===== src/hw/iseq_pkg.sv =====
// shared constants and types of the i2c status event sequencer
package iseq_pkg;

	// =====================================================================
	// register port
	localparam int ISEQ_AW = 3;
	localparam int ISEQ_DW = 8;
	localparam logic [2:0] OFS_STATUS = 3'h0;
	localparam logic [2:0] OFS_CTRL = 3'h1;
	localparam logic [2:0] OFS_DATA = 3'h2;
	localparam logic [2:0] OFS_IRQ = 3'h3;
	localparam logic [2:0] OFS_MASK = 3'h4;

	// =====================================================================
	// bus_control_reg fields; start, stop and release are command strobes
	localparam int CTL_ENABLE = 0;
	localparam int CTL_WAIT_SEL = 1;
	localparam int CTL_STOP_IE = 2;
	localparam int CTL_ACK_EN = 3;
	localparam int CTL_START = 4;
	localparam int CTL_STOP = 5;
	localparam int CTL_WREL = 6;
	localparam logic [3:0] CTRL_RESET = 4'h0;

	// =====================================================================
	// bus_status_reg fields
	localparam int ST_MSTS = 7;
	localparam int ST_ALD = 6;
	localparam int ST_EXC = 5;
	localparam int ST_COI = 4;
	localparam int ST_TRC = 3;
	localparam int ST_ACKD = 2;
	localparam int ST_STD = 1;
	localparam int ST_SPD = 0;

	// =====================================================================
	// interrupt status and mask bits
	localparam int IRQ_BYTE = 0;
	localparam int IRQ_STOP = 1;
	localparam int IRQ_W = 2;

	// =====================================================================
	// serial clock positions
	localparam logic [3:0] BIT_FIRST = 4'h0;
	localparam logic [3:0] BIT_EXC = 4'h3;
	localparam logic [3:0] BIT_RW = 4'h7;
	localparam logic [3:0] BIT_PT8 = 4'h8;
	localparam logic [3:0] BIT_PT9 = 4'h9;
	localparam logic [3:0] EXC_LO = 4'h0;
	localparam logic [3:0] EXC_HI = 4'hf;

	// =====================================================================
	// timing: half serial clock period, least time so rounded up
	localparam int T_HALF_NS = 5000;
	localparam int CLK_MHZ = 250;
	localparam int HALF_CYC_DEF = (T_HALF_NS * CLK_MHZ + 999) / 1000;
	localparam int CNT_W = 16;

	// =====================================================================
	// status snapshots, don't-care positions masked out
	localparam logic [7:0] MASK_X = 8'hf7;
	localparam logic [7:0] MASK_XX = 8'hf3;
	localparam logic [7:0] MASK_ALL = 8'hff;
	localparam logic [7:0] SNAP_EXT_ADDR = 8'ha6;
	localparam logic [7:0] SNAP_EXT_DATA = 8'ha0;
	localparam logic [7:0] SNAP_LOSS8 = 8'h40;
	localparam logic [7:0] SNAP_LOSS9 = 8'h44;

	typedef struct packed {
		logic [2:0] addr;
		logic [7:0] wdata;
		logic wr;
		logic rd;
	} iseq_bus_req_t;

	typedef struct packed {
		logic scl_out;
		logic scl_oe;
		logic sda_out;
		logic sda_oe;
	} iseq_pins_t;

	typedef enum logic [2:0] {
		M_IDLE, M_START, M_LOW, M_HIGH, M_STOP_HIGH
	} iseq_mstate_t;

endpackage


===== src/hw/iseq_sync.sv =====
// three-stage pin synchroniser with agreement filter
`timescale 1ns/100ps
module iseq_sync (
	// clock and reset
	input wire logic clk_sys,
	input wire logic srst,
	// level
	input wire logic din,
	output logic dout
);
	logic [2:0] stage;
	logic [2:0] next_stage;
	logic next_dout;

	// idle bus lines are high, so all three stages and output reset high
	always_comb begin
		next_stage = {stage[1:0], din};
		next_dout = (stage[2] == stage[1]) ? stage[1] : dout;
	end

	always_ff @(posedge clk_sys) begin
		if (srst) begin
			stage <= 3'h7;
			dout <= 1'b1;
		end else begin
			stage <= next_stage;
			dout <= next_dout;
		end
	end
endmodule


===== src/hw/iseq_cond.sv =====
// start, stop and serial clock edge detector on filtered lines
`timescale 1ns/100ps
module iseq_cond (
	// clock and reset
	input wire logic clk_sys,
	input wire logic srst,
	// filtered lines
	input wire logic scl,
	input wire logic sda,
	// one-cycle pulses
	output logic start_ev,
	output logic stop_ev,
	output logic rise_ev,
	output logic fall_ev
);
	logic scl_q;
	logic sda_q;

	assign rise_ev = scl & ~scl_q;
	assign fall_ev = ~scl & scl_q;
	assign start_ev = scl & scl_q & sda_q & ~sda;
	assign stop_ev = scl & scl_q & ~sda_q & sda;

	always_ff @(posedge clk_sys) begin
		if (srst) begin
			scl_q <= 1'b1;
			sda_q <= 1'b1;
		end else begin
			scl_q <= scl;
			sda_q <= sda;
		end
	end
endmodule


===== src/hw/iseq_top.sv =====
// i2c channel: bus events, status snapshot, interrupt and master engine
`timescale 1ns/100ps
// Operation
// - as master sending an extension code, interrupt after the address with status 1010X110.
// - master data after extension code, 8-clock wait: interrupt per byte with status 1010X000.
// - master data after extension code, 9-clock wait: interrupt per byte with status 1010X100.
// - after the final extension-code data byte, before stop, status reads 1010XX00.
// - a detected stop interrupts only with the stop interrupt enable set, status 00000001.
// - traffic that does not involve the device raises no interrupt but the enabled stop one.
// - arbitration lost in an extension code, continuing as slave, first shows 0110X010.
// - as slave after such a loss with 8-clock wait, each data byte shows 0010X000.
// - as slave after such a loss with 9-clock wait, shows 0010X110, 0010X100, 0010XX00.
// - loss in data with 8-clock wait shows 10001110, then 01000000, then no further part.
// - loss in data with 9-clock wait shows 01000100 at the loss, after 10001110.
// - loss by a foreign stop shows 1000X110 after address, then 01000001 at the enabled stop.
// - a stop request generates a stop, and a stop seen on the bus sets the stop flag.
// - wait select puts data events on clock 8 or 9; a master's address event is on clock 9.
module iseq_top #(
	parameter int HALF_CYC = iseq_pkg::HALF_CYC_DEF
) (
	// clock and reset
	input wire logic clk_sys,
	input wire logic srst,
	// register port
	input wire iseq_pkg::iseq_bus_req_t bus_req,
	output logic [iseq_pkg::ISEQ_DW-1:0] rd_data,
	// interrupt
	output logic bus_event_irq,
	// open-drain lines
	input wire logic scl_in,
	input wire logic data_line_pin,
	output iseq_pkg::iseq_pins_t pins
);
	import iseq_pkg::*;

	localparam logic [CNT_W-1:0] HALF_W = CNT_W'(HALF_CYC);
	localparam logic [CNT_W-1:0] MID_W = CNT_W'(HALF_CYC / 2);
	localparam logic [CNT_W-1:0] CNT_ONE = CNT_W'(1);

	logic scl_line, sda_line, start_ev, stop_ev, rise_ev, fall_ev;

	// =====================================================================
	// line conditioning
	iseq_sync u_sync_scl (.clk_sys(clk_sys), .srst(srst), .din(scl_in),
		.dout(scl_line));
	iseq_sync u_sync_sda (.clk_sys(clk_sys), .srst(srst),
		.din(data_line_pin), .dout(sda_line));
	iseq_cond u_cond (.clk_sys(clk_sys), .srst(srst), .scl(scl_line),
		.sda(sda_line), .start_ev(start_ev), .stop_ev(stop_ev),
		.rise_ev(rise_ev), .fall_ev(fall_ev));

	// =====================================================================
	// register state and decode
	logic [3:0] ctrl, next_ctrl;
	logic [IRQ_W-1:0] irq_stat, next_irq_stat, irq_mask, next_irq_mask;
	logic [7:0] tx_byte, next_tx_byte, next_rd_data;
	logic next_irq;
	logic wr_ctrl, wr_data, start_cmd, stop_cmd, wrel_cmd, rd_status;
	logic enable, wait_sel, stop_ie, ack_en;

	assign enable = ctrl[CTL_ENABLE];
	assign wait_sel = ctrl[CTL_WAIT_SEL];
	assign stop_ie = ctrl[CTL_STOP_IE];
	assign ack_en = ctrl[CTL_ACK_EN];
	assign wr_ctrl = bus_req.wr && (bus_req.addr == OFS_CTRL);
	assign wr_data = bus_req.wr && (bus_req.addr == OFS_DATA);
	assign start_cmd = wr_ctrl && bus_req.wdata[CTL_START];
	assign stop_cmd = wr_ctrl && bus_req.wdata[CTL_STOP];
	assign wrel_cmd = wr_ctrl && bus_req.wdata[CTL_WREL];
	assign rd_status = bus_req.rd && (bus_req.addr == OFS_STATUS);

	// =====================================================================
	// bus monitor and status flags
	logic busy, addr_phase, ald, exc, trc, ackd, std, spd;
	logic next_busy, next_addr_phase, next_ald, next_exc, next_trc;
	logic next_ackd, next_std, next_spd;
	logic [3:0] bit_cnt, next_bit_cnt;
	logic [7:0] rx_shift, next_rx_shift, status_word;
	logic [3:0] rx_top;
	logic master, slave_ext, loss_pend, own_stop, waiting, ack_low;
	logic pt8, pt9, data_pt, ev_master, ev_slave, ev_loss, byte_ev;
	logic arb_lost_now, m_start, bit_lost;
	iseq_mstate_t mstate;

	assign status_word = {master, ald, exc, 1'b0, trc, ackd, std, spd};
	assign rx_top = {rx_shift[2:0], sda_line};
	assign pt8 = fall_ev && (bit_cnt == BIT_PT8);
	assign pt9 = fall_ev && (bit_cnt == BIT_PT9);
	assign data_pt = wait_sel ? pt9 : pt8;
	assign ev_master = master && (addr_phase ? pt9 : data_pt);
	assign ev_slave = slave_ext &&
		(addr_phase ? (pt8 || (wait_sel && pt9)) : data_pt);
	assign ev_loss = loss_pend && (addr_phase ? pt9 : data_pt);
	// nothing but the three roles raises a byte event
	assign byte_ev = ev_master || ev_slave || ev_loss;
	assign m_start = (mstate == M_IDLE) && start_cmd && enable && !busy;
	// a foreign stop while mastering also counts as lost arbitration
	assign arb_lost_now = bit_lost ||
		(stop_ev && master && !own_stop);

	always_comb begin
		next_busy = busy;
		next_addr_phase = addr_phase;
		next_bit_cnt = bit_cnt;
		next_rx_shift = rx_shift;
		next_ald = ald;
		next_exc = exc;
		next_trc = trc;
		next_ackd = ackd;
		next_std = std;
		next_spd = spd;
		if (rise_ev && bit_cnt < BIT_PT9)
			next_bit_cnt = 4'(bit_cnt + 4'h1);
		if (rise_ev && bit_cnt < BIT_PT8)
			next_rx_shift = {rx_shift[6:0], sda_line};
		if (rise_ev && bit_cnt == BIT_FIRST) begin
			next_ackd = 1'b0;
			if (!addr_phase)
				next_std = 1'b0;
		end
		if (rise_ev && bit_cnt == BIT_PT8)
			next_ackd = ~sda_line;
		if (rise_ev && addr_phase && bit_cnt == BIT_EXC &&
			(rx_top == EXC_LO || rx_top == EXC_HI))
			next_exc = 1'b1;
		if (rise_ev && addr_phase && bit_cnt == BIT_RW)
			next_trc = master ? ~sda_line : sda_line;
		if (pt9) begin
			next_bit_cnt = BIT_FIRST;
			next_addr_phase = 1'b0;
		end
		if (m_start)
			next_trc = 1'b1;
		if (arb_lost_now)
			next_trc = 1'b0;
		if (start_ev) begin
			next_busy = 1'b1;
			next_addr_phase = 1'b1;
			next_bit_cnt = BIT_FIRST;
			next_exc = 1'b0;
			next_std = 1'b1;
			next_spd = 1'b0;
		end
		if (stop_ev) begin
			next_busy = 1'b0;
			next_exc = 1'b0;
			next_std = 1'b0;
			next_ackd = 1'b0;
			next_trc = 1'b0;
			next_spd = 1'b1;
		end
		// a status read clears the loss flag, a new loss wins over it
		if (rd_status)
			next_ald = 1'b0;
		if (arb_lost_now)
			next_ald = 1'b1;
	end

	always_ff @(posedge clk_sys) begin
		if (srst) begin
			busy <= 1'b0;
			addr_phase <= 1'b0;
			bit_cnt <= BIT_FIRST;
			rx_shift <= 8'h00;
			ald <= 1'b0;
			exc <= 1'b0;
			trc <= 1'b0;
			ackd <= 1'b0;
			std <= 1'b0;
			spd <= 1'b0;
		end else begin
			busy <= next_busy;
			addr_phase <= next_addr_phase;
			bit_cnt <= next_bit_cnt;
			rx_shift <= next_rx_shift;
			ald <= next_ald;
			exc <= next_exc;
			trc <= next_trc;
			ackd <= next_ackd;
			std <= next_std;
			spd <= next_spd;
		end
	end

	// =====================================================================
	// master engine: clock, data bits, stop, arbitration
	iseq_mstate_t next_mstate;
	logic [CNT_W-1:0] mcnt, next_mcnt;
	logic [7:0] tx_shift, next_tx_shift;
	logic tx_bit, next_tx_bit, stop_pend, next_stop_pend;
	logic scl_low, next_scl_low, sda_low, next_sda_low;
	logic next_master, next_own_stop;

	// released line read back low while a one is sent
	assign bit_lost = (mstate == M_HIGH) && scl_line && tx_bit &&
		!sda_low && !sda_line;

	always_comb begin
		next_mstate = mstate;
		next_mcnt = mcnt;
		next_tx_shift = tx_shift;
		next_tx_bit = tx_bit;
		next_stop_pend = stop_pend;
		next_scl_low = scl_low;
		next_sda_low = sda_low;
		next_master = master;
		next_own_stop = own_stop;
		if (wr_data && waiting && master)
			next_tx_shift = bus_req.wdata;
		if (stop_cmd && master) begin
			next_stop_pend = 1'b1;
			next_own_stop = 1'b1;
		end
		case (mstate)
			M_IDLE: begin
				if (m_start) begin
					next_master = 1'b1;
					next_tx_shift = tx_byte;
					next_sda_low = 1'b1;
					next_mcnt = '0;
					next_mstate = M_START;
				end
			end
			M_START: begin
				next_mcnt = mcnt + CNT_ONE;
				if (mcnt == HALF_W) begin
					next_scl_low = 1'b1;
					next_mcnt = '0;
					next_mstate = M_LOW;
				end
			end
			M_LOW: begin
				if (!waiting || next_stop_pend)
					next_mcnt = mcnt + CNT_ONE;
				if (mcnt == MID_W) begin
					next_tx_bit = 1'b0;
					next_sda_low = 1'b0;
					// a stop asked in the 8-clock wait still gives the ack clock
					if (stop_pend && bit_cnt != BIT_PT8)
						next_sda_low = 1'b1;
					else if (bit_cnt < BIT_PT8 && (addr_phase || trc)) begin
						next_sda_low = ~tx_shift[~bit_cnt[2:0]];
						next_tx_bit = 1'b1;
					end
				end
				if (mcnt == HALF_W) begin
					next_scl_low = 1'b0;
					next_mcnt = '0;
					next_mstate = (stop_pend && bit_cnt != BIT_PT8) ?
						M_STOP_HIGH : M_HIGH;
				end
			end
			M_HIGH: begin
				if (scl_line)
					next_mcnt = mcnt + CNT_ONE;
				if (mcnt == HALF_W) begin
					next_scl_low = 1'b1;
					next_mcnt = '0;
					next_mstate = M_LOW;
				end
			end
			M_STOP_HIGH: begin
				if (scl_line)
					next_mcnt = mcnt + CNT_ONE;
				if (mcnt == HALF_W) begin
					next_sda_low = 1'b0;
					next_stop_pend = 1'b0;
					next_mcnt = '0;
					next_mstate = M_IDLE;
				end
			end
			default: next_mstate = M_IDLE;
		endcase
		if (arb_lost_now || !enable) begin
			next_master = 1'b0;
			next_scl_low = 1'b0;
			next_sda_low = 1'b0;
			next_tx_bit = 1'b0;
			next_stop_pend = 1'b0;
			next_mcnt = '0;
			next_mstate = M_IDLE;
		end
		if (stop_ev) begin
			next_master = 1'b0;
			next_own_stop = 1'b0;
		end
	end

	always_ff @(posedge clk_sys) begin
		if (srst) begin
			mstate <= M_IDLE;
			mcnt <= '0;
			tx_shift <= 8'h00;
			tx_bit <= 1'b0;
			stop_pend <= 1'b0;
			scl_low <= 1'b0;
			sda_low <= 1'b0;
			master <= 1'b0;
			own_stop <= 1'b0;
		end else begin
			mstate <= next_mstate;
			mcnt <= next_mcnt;
			tx_shift <= next_tx_shift;
			tx_bit <= next_tx_bit;
			stop_pend <= next_stop_pend;
			scl_low <= next_scl_low;
			sda_low <= next_sda_low;
			master <= next_master;
			own_stop <= next_own_stop;
		end
	end

	// =====================================================================
	// roles after arbitration, waits and acknowledge
	logic next_slave_ext, next_loss_pend, next_waiting, next_ack_low;
	iseq_pins_t next_pins;

	always_comb begin
		next_slave_ext = slave_ext;
		next_loss_pend = loss_pend;
		next_waiting = waiting;
		next_ack_low = ack_low;
		if (arb_lost_now && !stop_ev) begin
			// an extension code already seen keeps the device as slave
			if (addr_phase && exc)
				next_slave_ext = 1'b1;
			else
				next_loss_pend = 1'b1;
		end
		if (loss_pend && addr_phase && exc) begin
			next_loss_pend = 1'b0;
			next_slave_ext = 1'b1;
		end
		if (ev_loss)
			next_loss_pend = 1'b0;
		if (ev_master || ev_slave)
			next_waiting = 1'b1;
		if (wr_data || wrel_cmd || stop_cmd)
			next_waiting = 1'b0;
		if (pt8 && !trc && ack_en && (slave_ext || (master && !addr_phase)))
			next_ack_low = 1'b1;
		if (pt9)
			next_ack_low = 1'b0;
		if (start_ev || stop_ev || !enable) begin
			next_slave_ext = 1'b0;
			next_loss_pend = 1'b0;
			next_waiting = 1'b0;
			next_ack_low = 1'b0;
		end
		next_pins.scl_out = 1'b0;
		next_pins.sda_out = 1'b0;
		next_pins.scl_oe = next_scl_low || next_waiting;
		next_pins.sda_oe = next_sda_low || next_ack_low;
	end

	always_ff @(posedge clk_sys) begin
		if (srst) begin
			slave_ext <= 1'b0;
			loss_pend <= 1'b0;
			waiting <= 1'b0;
			ack_low <= 1'b0;
			pins <= '0;
		end else begin
			slave_ext <= next_slave_ext;
			loss_pend <= next_loss_pend;
			waiting <= next_waiting;
			ack_low <= next_ack_low;
			pins <= next_pins;
		end
	end

	// =====================================================================
	// register file and interrupt
	always_comb begin
		next_ctrl = ctrl;
		next_tx_byte = tx_byte;
		next_irq_mask = irq_mask;
		next_irq_stat = irq_stat;
		next_rd_data = 8'h00;
		if (wr_ctrl)
			next_ctrl = bus_req.wdata[3:0];
		if (wr_data)
			next_tx_byte = bus_req.wdata;
		if (bus_req.wr && bus_req.addr == OFS_MASK)
			next_irq_mask = bus_req.wdata[IRQ_W-1:0];
		if (bus_req.wr && bus_req.addr == OFS_IRQ)
			next_irq_stat = irq_stat & ~bus_req.wdata[IRQ_W-1:0];
		// events are applied after the clear so that they win
		if (byte_ev)
			next_irq_stat[IRQ_BYTE] = 1'b1;
		if (stop_ev && stop_ie)
			next_irq_stat[IRQ_STOP] = 1'b1;
		if (bus_req.rd) begin
			case (bus_req.addr)
				OFS_STATUS: next_rd_data = status_word;
				OFS_CTRL: next_rd_data = {4'h0, ctrl};
				OFS_DATA: next_rd_data = rx_shift;
				OFS_IRQ: next_rd_data = {6'h00, irq_stat};
				OFS_MASK: next_rd_data = {6'h00, irq_mask};
				default: next_rd_data = 8'h00;
			endcase
		end
		next_irq = |(next_irq_stat & next_irq_mask);
	end

	always_ff @(posedge clk_sys) begin
		if (srst) begin
			ctrl <= CTRL_RESET;
			tx_byte <= 8'h00;
			irq_mask <= '0;
			irq_stat <= '0;
			rd_data <= 8'h00;
			bus_event_irq <= 1'b0;
		end else begin
			ctrl <= next_ctrl;
			tx_byte <= next_tx_byte;
			irq_mask <= next_irq_mask;
			irq_stat <= next_irq_stat;
			rd_data <= next_rd_data;
			bus_event_irq <= next_irq;
		end
	end
endmodule


===== config.mk =====
export PLATFORM = sky130hd
export DESIGN_NAME = iseq_top
export DESIGN_NICKNAME = d
export VERILOG_FILES = /design/src/hw/iseq_pkg.sv /design/src/hw/iseq_sync.sv /design/src/hw/iseq_cond.sv /design/src/hw/iseq_top.sv
export SDC_FILE = /design/constraint.sdc
export NUM_CORES = 1
export LEC_CHECK = 0
export BUFFER_PORTS_ARGS = -buffer_cell sky130_fd_sc_hd__buf_2
export CAP_MARGIN = 20
export CORE_ASPECT_RATIO = 2
export CORE_MARGIN = 2
export CORE_UTILIZATION = 54
export CTS_CLUSTER_DIAMETER = 120
export DETAILED_ROUTE_END_ITERATION = 7
export PLACE_DENSITY = 0.75
export RECOVER_POWER = 100
export SYNTH_ARGS = -nofsm -noshare
export SYNTH_HDL_FRONTEND = slang
export SYNTH_SLANG_ARGS = --single-unit

===== constraint.sdc =====
create_clock -name clk_sys -period 2.25 [get_ports clk_sys]
set_clock_uncertainty 0.2 [all_clocks]
set_input_delay 0.3375 -clock clk_sys [delete_from_list [all_inputs] [get_ports clk_sys]]
set_output_delay 0.3375 -clock clk_sys [all_outputs]
set_load 0.1 [all_outputs]

# Word level (Yosys, flattened, before mapping)
# Index checks and enable logic that the tools add are counted.
# op_classes
add_sub_neg,2
order_cmp,3
n_eq_ne,25
muxes,65
n_bitwise,18
n_reduce_logical,101
# ops
cell,n
$mux W16,6
$pmux W16 S4,1
$logic_and A1 B1 Y1,45
$mux W1,43
$pmux W8 S5,1
$mux W8,3
$add A16 B1 Y16 const B,1
$eq A16 B10 Y1 const B,1
$eq A16 B11 Y1 const B,1
$reduce_bool A2 Y1,8
$logic_or A1 B1 Y1,15
$mux W3,5
$reduce_or A2 Y1,7
$eq A3 B2 Y1 const B,4
$eq A4 B4 Y1 const B,3
$pmux W3 S4,1
$reduce_or A3 Y1,4
$reduce_and A2 Y1,5
$logic_not A1 Y1,9
$logic_not A4 Y1,2
$lt A4 B4 Y1 const B,2
$ne A2 B2 Y1 const B,4
$reduce_and A4 Y1,2
$and A1 B1 Y1,7
other kinds (22),34
# word_totals
register_bits,96
in_bits,17
out_inout_bits,13
elab_cells,253

# Longest topological paths before layout
# depth
depth_word,12
mapped_depth,9
ltp_nobuf,7

# Hierarchy
# From an unflattened synthesis, not the netlist that was laid out.
# unflattened
cells_unflattened,515
area_unflattened_um2,4395.5
# by_module_without_submodules
module,instances,cells_per_inst,area_per_inst_um2,seq_area_each_um2
iseq_top,1,487,4070.2,1681.6
iseq_sync,2,10,120.1,80.1
iseq_cond,1,8,85.1,40.0

# Worst setup path after synthesis
# No wires, ideal clock.
# synth_path
path_type,reg2reg
start,register mcnt[0]
end,register mcnt[8]
setup_ns,0.088
arrival_ns,1.918
required_ns,1.962
path_slack_ns,0.044
stages_incl_launch_ff,10
n_path_buf,2
synth_period_minus_slack_ns,2.206
cell_sequence,dfxtp_1 inv_1 ha_1 nor4b_1 and4_4 buf_4 nor2_1 buf_4 o21ai_0 a311oi_2
# synth_via
elab_chain_len,4
word_cells_on_any_way,11
cone_classes,1 x add/sub; 3 x eq/ne; 6 x mux; 1 x reduce/logical
# synth_lines
item,line_no,rtl
from (decl),iseq_top.sv:188,"logic [CNT_W-1:0] mcnt, next_mcnt;"
from (signal assigned),iseq_top.sv:302,mcnt <= next_mcnt;
$add A16 B1 Y16,--,
$mux W16 (on tied branches),"iseq_top.sv:254, iseq_top.sv:263, iseq_top.sv:233",
$mux W16 (on tied branches),"iseq_top.sv:256, iseq_top.sv:246",
$pmux W16 S4,iseq_top.sv:214,case (mstate)
# Several ways; a longest one is shown, not always the timed one. The select of a mux whose other input is x is not followed.
# A chain may end at the register's enable or synchronous reset.

# Worst setup path in the final report
# layout_path
start,register bit_cnt[2]
end,register pins[0] (netlist bit)
# layout_via
elab_chain_len,10
word_cells_on_any_way,24
cone_classes,1 x order compare; 3 x eq/ne; 10 x mux; 2 x bitwise; 8 x reduce/logical
# layout_lines
item,line_no,rtl
from (decl),iseq_top.sv:77,"logic [3:0] bit_cnt, next_bit_cnt;"
from (signal assigned),iseq_top.sv:174,bit_cnt <= next_bit_cnt;
$not A3 Y3,iseq_top.sv:242,next_sda_low = ~tx_shift[~bit_cnt[2:0]];
$bmux W1 S3,iseq_top.sv:242,
$mux W1 (implied by the code),iseq_top.sv:242,
$not A1 Y1,iseq_top.sv:242,
$mux W1,iseq_top.sv:241,else if (bit_cnt < BIT_PT8 && (addr_phase || trc)) begin
$mux W1,iseq_top.sv:239,if (stop_pend && bit_cnt != BIT_PT8)
$mux W1,iseq_top.sv:235,if (mcnt == MID_W) begin
$pmux W1 S3,iseq_top.sv:214,
$mux W1,iseq_top.sv:274,if (arb_lost_now || !enable) begin
$logic_or A1 B1 Y1 *,iseq_top.sv:353,next_pins.sda_oe = next_sda_low || next_ack_low;
to (signal assigned),iseq_top.sv:368,pins <= next_pins;
to (decl),iseq_top.sv:32,output iseq_pkg::iseq_pins_t pins
# Every way passes the cells marked *; elsewhere a longest branch is shown, timed or not. The select of a mux whose other input is x is not followed.

==> flow_summary.rst <==
.. list-table::
   :header-rows: 1

   * - Metric
     - Value
   * - Grt ovf
     - 0
   * - R2r worst-path depth
     - 5
   * - Class of the most critical hold timing path
     - in2reg
   * - Total routing resource utilization after global routing
     - 28.79%
   * - N_diodes
     - 0
   * - Commonest non-fill, non-tap cells in the layout
     - 91 x sky130_fd_sc_hd__dfxtp_1, 58 x sky130_fd_sc_hd__nor2_1, 42 x sky130_fd_sc_hd__nand2_1, 37 x sky130_fd_sc_hd__buf_4, 33 x sky130_fd_sc_hd__a21oi_1
   * - First drt pass iteration count
     - 4
   * - Share of total power in the clock network
     - 47.6%
   * - Clock root cell
     - sky130_fd_sc_hd__clkbuf_16
   * - DR DRC count
     - 0
   * - Sequential-to-total area share from yosys stat
     - 41.36%
   * - Combinational Power Share
     - 3.4%
   * - Launch instance of the worst register-to-register path
     - bit_cnt[2]
   * - Maximum fanout encountered on the critical timing path
     - 6
   * - Hold-critical path endpoint
     - tx_byte[7]
   * - Post-detailed-placement half-perimeter wirelength
     - 9279 µm
   * - Largest net degree at the start of global routing
     - 25
   * - Number of setup violations in the final report
     - 0
   * - Port Buf Inserts
     - 27
   * - Share of the cycle needed by the critical path after routing
     - 98.68%
   * - Sequential cell area in the final layout
     - 0.001886 mm²
   * - Mean instance size in the synthesized netlist
     - 8.903 µm²
   * - Pre-CTS WS
     - -274.7 ps
   * - Number of cells after detailed placement
     - 652
   * - Dominant register cell in the synthesized netlist
     - sky130_fd_sc_hd__dfxtp_1
   * - Worst relative slew slack
     - 41.67%
   * - Data arrival time of the worst path
     - 2300 ps
   * - Max_cap viols
     - 0
   * - Via count of the first global-routing pass
     - 4157
   * - Clock Latency Late Sink
     - 340 ps
   * - Cell type group with the largest total delay on the critical path
     - multiplexers
   * - Endpoint kind of the worst setup timing path
     - register
   * - Post-synthesis cell count
     - 511
   * - Sequential Power Share
     - 49.0%
   * - FF-to-FF End
     - pins[0]
   * - Total Die Area
     - 0.009219 mm²
   * - Starting utilization of the core area
     - 55.26%
   * - Critical path buffers and inverters
     - 0
   * - Kind of critical path
     - reg2reg
   * - Switching share of total power
     - 21.54%
   * - Areal power density over the cells
     - 632.0 mW/mm²
   * - Fraction of synthesis flops using an asynchronous set or reset pin
     - 0%
   * - Required time worst endpoint
     - 2330 ps
   * - Worst-margin pin slew
     - 874.9 ps
   * - Routed Wire Length
     - 12440 µm
   * - Maximum root-to-sink buffer count
     - 2
   * - Die extent in x
     - 68.90 µm
   * - Clock tree from TritonCTS
     - done
   * - Slowest cell on the critical path
     - sky130_fd_sc_hd__dfxtp_1
   * - Setup slack of the critical path after layout
     - 29.72 ps
   * - Cell row count
     - 47
   * - Detailed-route wire length per cell
     - 18.48 µm
   * - Hold Startpoint
     - bus_req[9]
   * - TritonCTS Sinks
     - 94
   * - Peak per-stage delay on the critical path
     - 550 ps
   * - Lkg Pwr
     - 1.916 nW
   * - Area occupied by multi-input gates
     - 0.002510 mm²
   * - Status
     - finished clean
   * - Warnings, synthesis
     - 0
   * - Global-route wire length before repair
     - 19890 µm
   * - Core region area
     - 0.008233 mm²
   * - Final Net Count
     - 593
   * - Crit path depth
     - 5
   * - GPL Wtd Cong
     - 0.8985
   * - Clock-pin slew on the worst setup and hold paths
     - 70 ps
   * - Via density per instance
     - 6.171
   * - Number of flip-flops and latches in the synthesized netlist
     - 94
   * - Shortest period the worst path allows
     - 2220 ps
   * - Number of antenna violations at the first check in global routing
     - 0
   * - Cell Chain, Critical Path
     - mux4_2 -> mux2_2 -> o31ai_1 -> mux2_1 -> a211o_1
   * - First DRT Iteration DRCs
     - 246
   * - Share of post-route cells with drive strength above 1
     - 22.43%
   * - Worst supply voltage drop on vdd
     - 598.3 µV
   * - Unique cell type count in the Yosys netlist
     - 69
   * - Number of buffers created by CTS
     - 9
   * - Worst Hold Slack
     - 56.14 ps
   * - Filler cells
     - 682
   * - Net switching power figure
     - 0.0007387 W
   * - Count of flip-flops with a built-in enable after synthesis
     - 0
   * - Number of nets with antenna violations after detailed routing
     - 0
   * - Final Max Slew Viols
     - 0
   * - Fmax
     - 450.4 MHz
   * - Area Growth Syn to Fin
     - 19.28%
   * - Count of boundary I/O pins
     - 30
   * - Die Ht
     - 133.8 µm
   * - Setup slack, reg-to-reg
     - 30 ps
   * - Most common library cell in the layout ignoring fill and taps
     - sky130_fd_sc_hd__dfxtp_1
   * - Htree depth
     - 3
   * - Vias after detailed routing
     - 4153
   * - Crit path launch type
     - register
   * - Hold violation count in the final report
     - 0
   * - Worst Hold Depth
     - 3
   * - Internal
     - 0.002691 W
   * - Post-route non-filler standard cell count
     - 673
   * - Netlist area before placement
     - 0.004549 mm²
-- area by class of cell --
type                       count  area share [%]
clock inverter                 7           1.822
inverter                      15           1.038
tap                           98           2.260
clock buffer                   9           4.150
multi-input combinational    370           46.25
sequential                    94           34.75
timing repair buffer          80           9.730
-- power by group through the flow --
stage	Sequential [W]	Clock (W)	Combinational [W]
5_1_grt	0.00168	0.00172	0.000129
2_1_floorplan	0.00172	0	0.0000706
6_report	0.00168	0.00163	0.000118
3_3_place_gp	0.00172	0	0.000115
4_1_cts	0.00168	0.00165	0.000122
3_5_place_dp	0.00172	0	0.000118
-- how the worst max path moves through the flow --
stage,startpoint,endpoint,slack (ps)
5_1_grt,mstate[0],mcnt[4],-30
2_1_floorplan,mcnt[0],mcnt[8],40
3_3_place_gp,bus_req[11],mcnt[7],-180
6_report,bit_cnt[2],pins[0],30
3_5_place_dp,bus_req[11],mcnt[9],-270
4_1_cts,mcnt[0],mcnt[12],20
-- cell usage after synthesis, drive strengths merged (5+ instances only) --
| cell | count | share of area, % |
|---|---|---|
| a31oi | 14 | 1.9 |
| o31ai | 5 | 0.83 |
| o21ai | 13 | 1.5 |
| clkbuf | 15 | 1.2 |
| nand2 | 42 | 3.5 |
| nor2 | 61 | 5.1 |
| nand3 | 10 | 1.1 |
| a21oi | 34 | 3.8 |
| nor3b | 6 | 0.99 |
| dfxtp | 94 | 41 |
| ha | 6 | 1.7 |
| nor3 | 12 | 1.3 |
| a311oi | 11 | 3.6 |
| nand2b | 9 | 1.2 |
| or2 | 10 | 1.4 |
| nand4 | 8 | 1.1 |
| and2 | 5 | 0.69 |
| or3 | 7 | 0.96 |
| nand4b | 5 | 0.96 |
| inv | 15 | 1.2 |
| mux2i | 24 | 5.3 |
| buf | 18 | 2.4 |
| a211oi | 12 | 2.0 |
-- timing repair --
action,4_1_cts,5_1_grt
resized for setup,4,12
hold buffers,2,0
endpoints found under the setup margin,12,18
setup buffers,0,3
gates cloned,0,0
hold endpoints to repair,2,0
pin swaps,0,2
-- worst reg2reg max path, stage by stage, from the launching register on --
cell and delay [ps]:
sky130_fd_sc_hd__dfxtp_1 550, sky130_fd_sc_hd__mux4_2 550, sky130_fd_sc_hd__mux2_2 300, sky130_fd_sc_hd__o31ai_1 230, sky130_fd_sc_hd__mux2_1 200, sky130_fd_sc_hd__a211o_1 120
-- sequential cells by signal, indices dropped and copies added, names as in the netlist, 2 cells and up --
signal,cells
irq_mask,2
rd_data,8
tx_shift,8
irq_stat,2
u_sync_scl.stage,3
rx_shift,8
u_sync_sda.stage,3
bit_cnt,4
tx_byte,8
pins,2
mcnt,16
ctrl,4
mstate,3
-- per-stage QoR --
stage	utilization [%]	TNS [ps]	cell area (µm²)	power, W
after floorplan	-	0	4553	0.001787
after global placement	61.08	-1980	5029	0.001832
after detailed placement	61.08	-2981	5029	0.001835
after CTS	65.46	0	5389	0.003452
after global routing	65.91	-63.15	5426	0.003529
final	65.91	0	5426	0.003430
-- per-layer routing --
metal	part of all wire (%)	up-vias	track usage (%)
met5	0	-	0
met4	8.9	0	24.29
met3	3.6	78	4.782
met2	54	162	49.09
met1	34	1949	28.43
li1	-	1964	-
-- cells by family (layout without fill, tap and decap cells) --
group / after synthesis / in the layout / synth area share, %
AO/OA/AOI/OAI: 117 / 117 / 18.76
XOR/XNOR: 4 / 4 / 0.7702
AND/OR/NAND/NOR: 211 / 211 / 24.72
other: 1 / 2 / 0.08243
flip-flops: 94 / 94 / 41.36
adder cells (fa/ha/maj): 6 / 6 / 1.650
multiplexers: 30 / 30 / 7.756
buffers and inverters: 48 / 111 / 4.895
No activity file was read; power rests on OpenSTA's default activity.
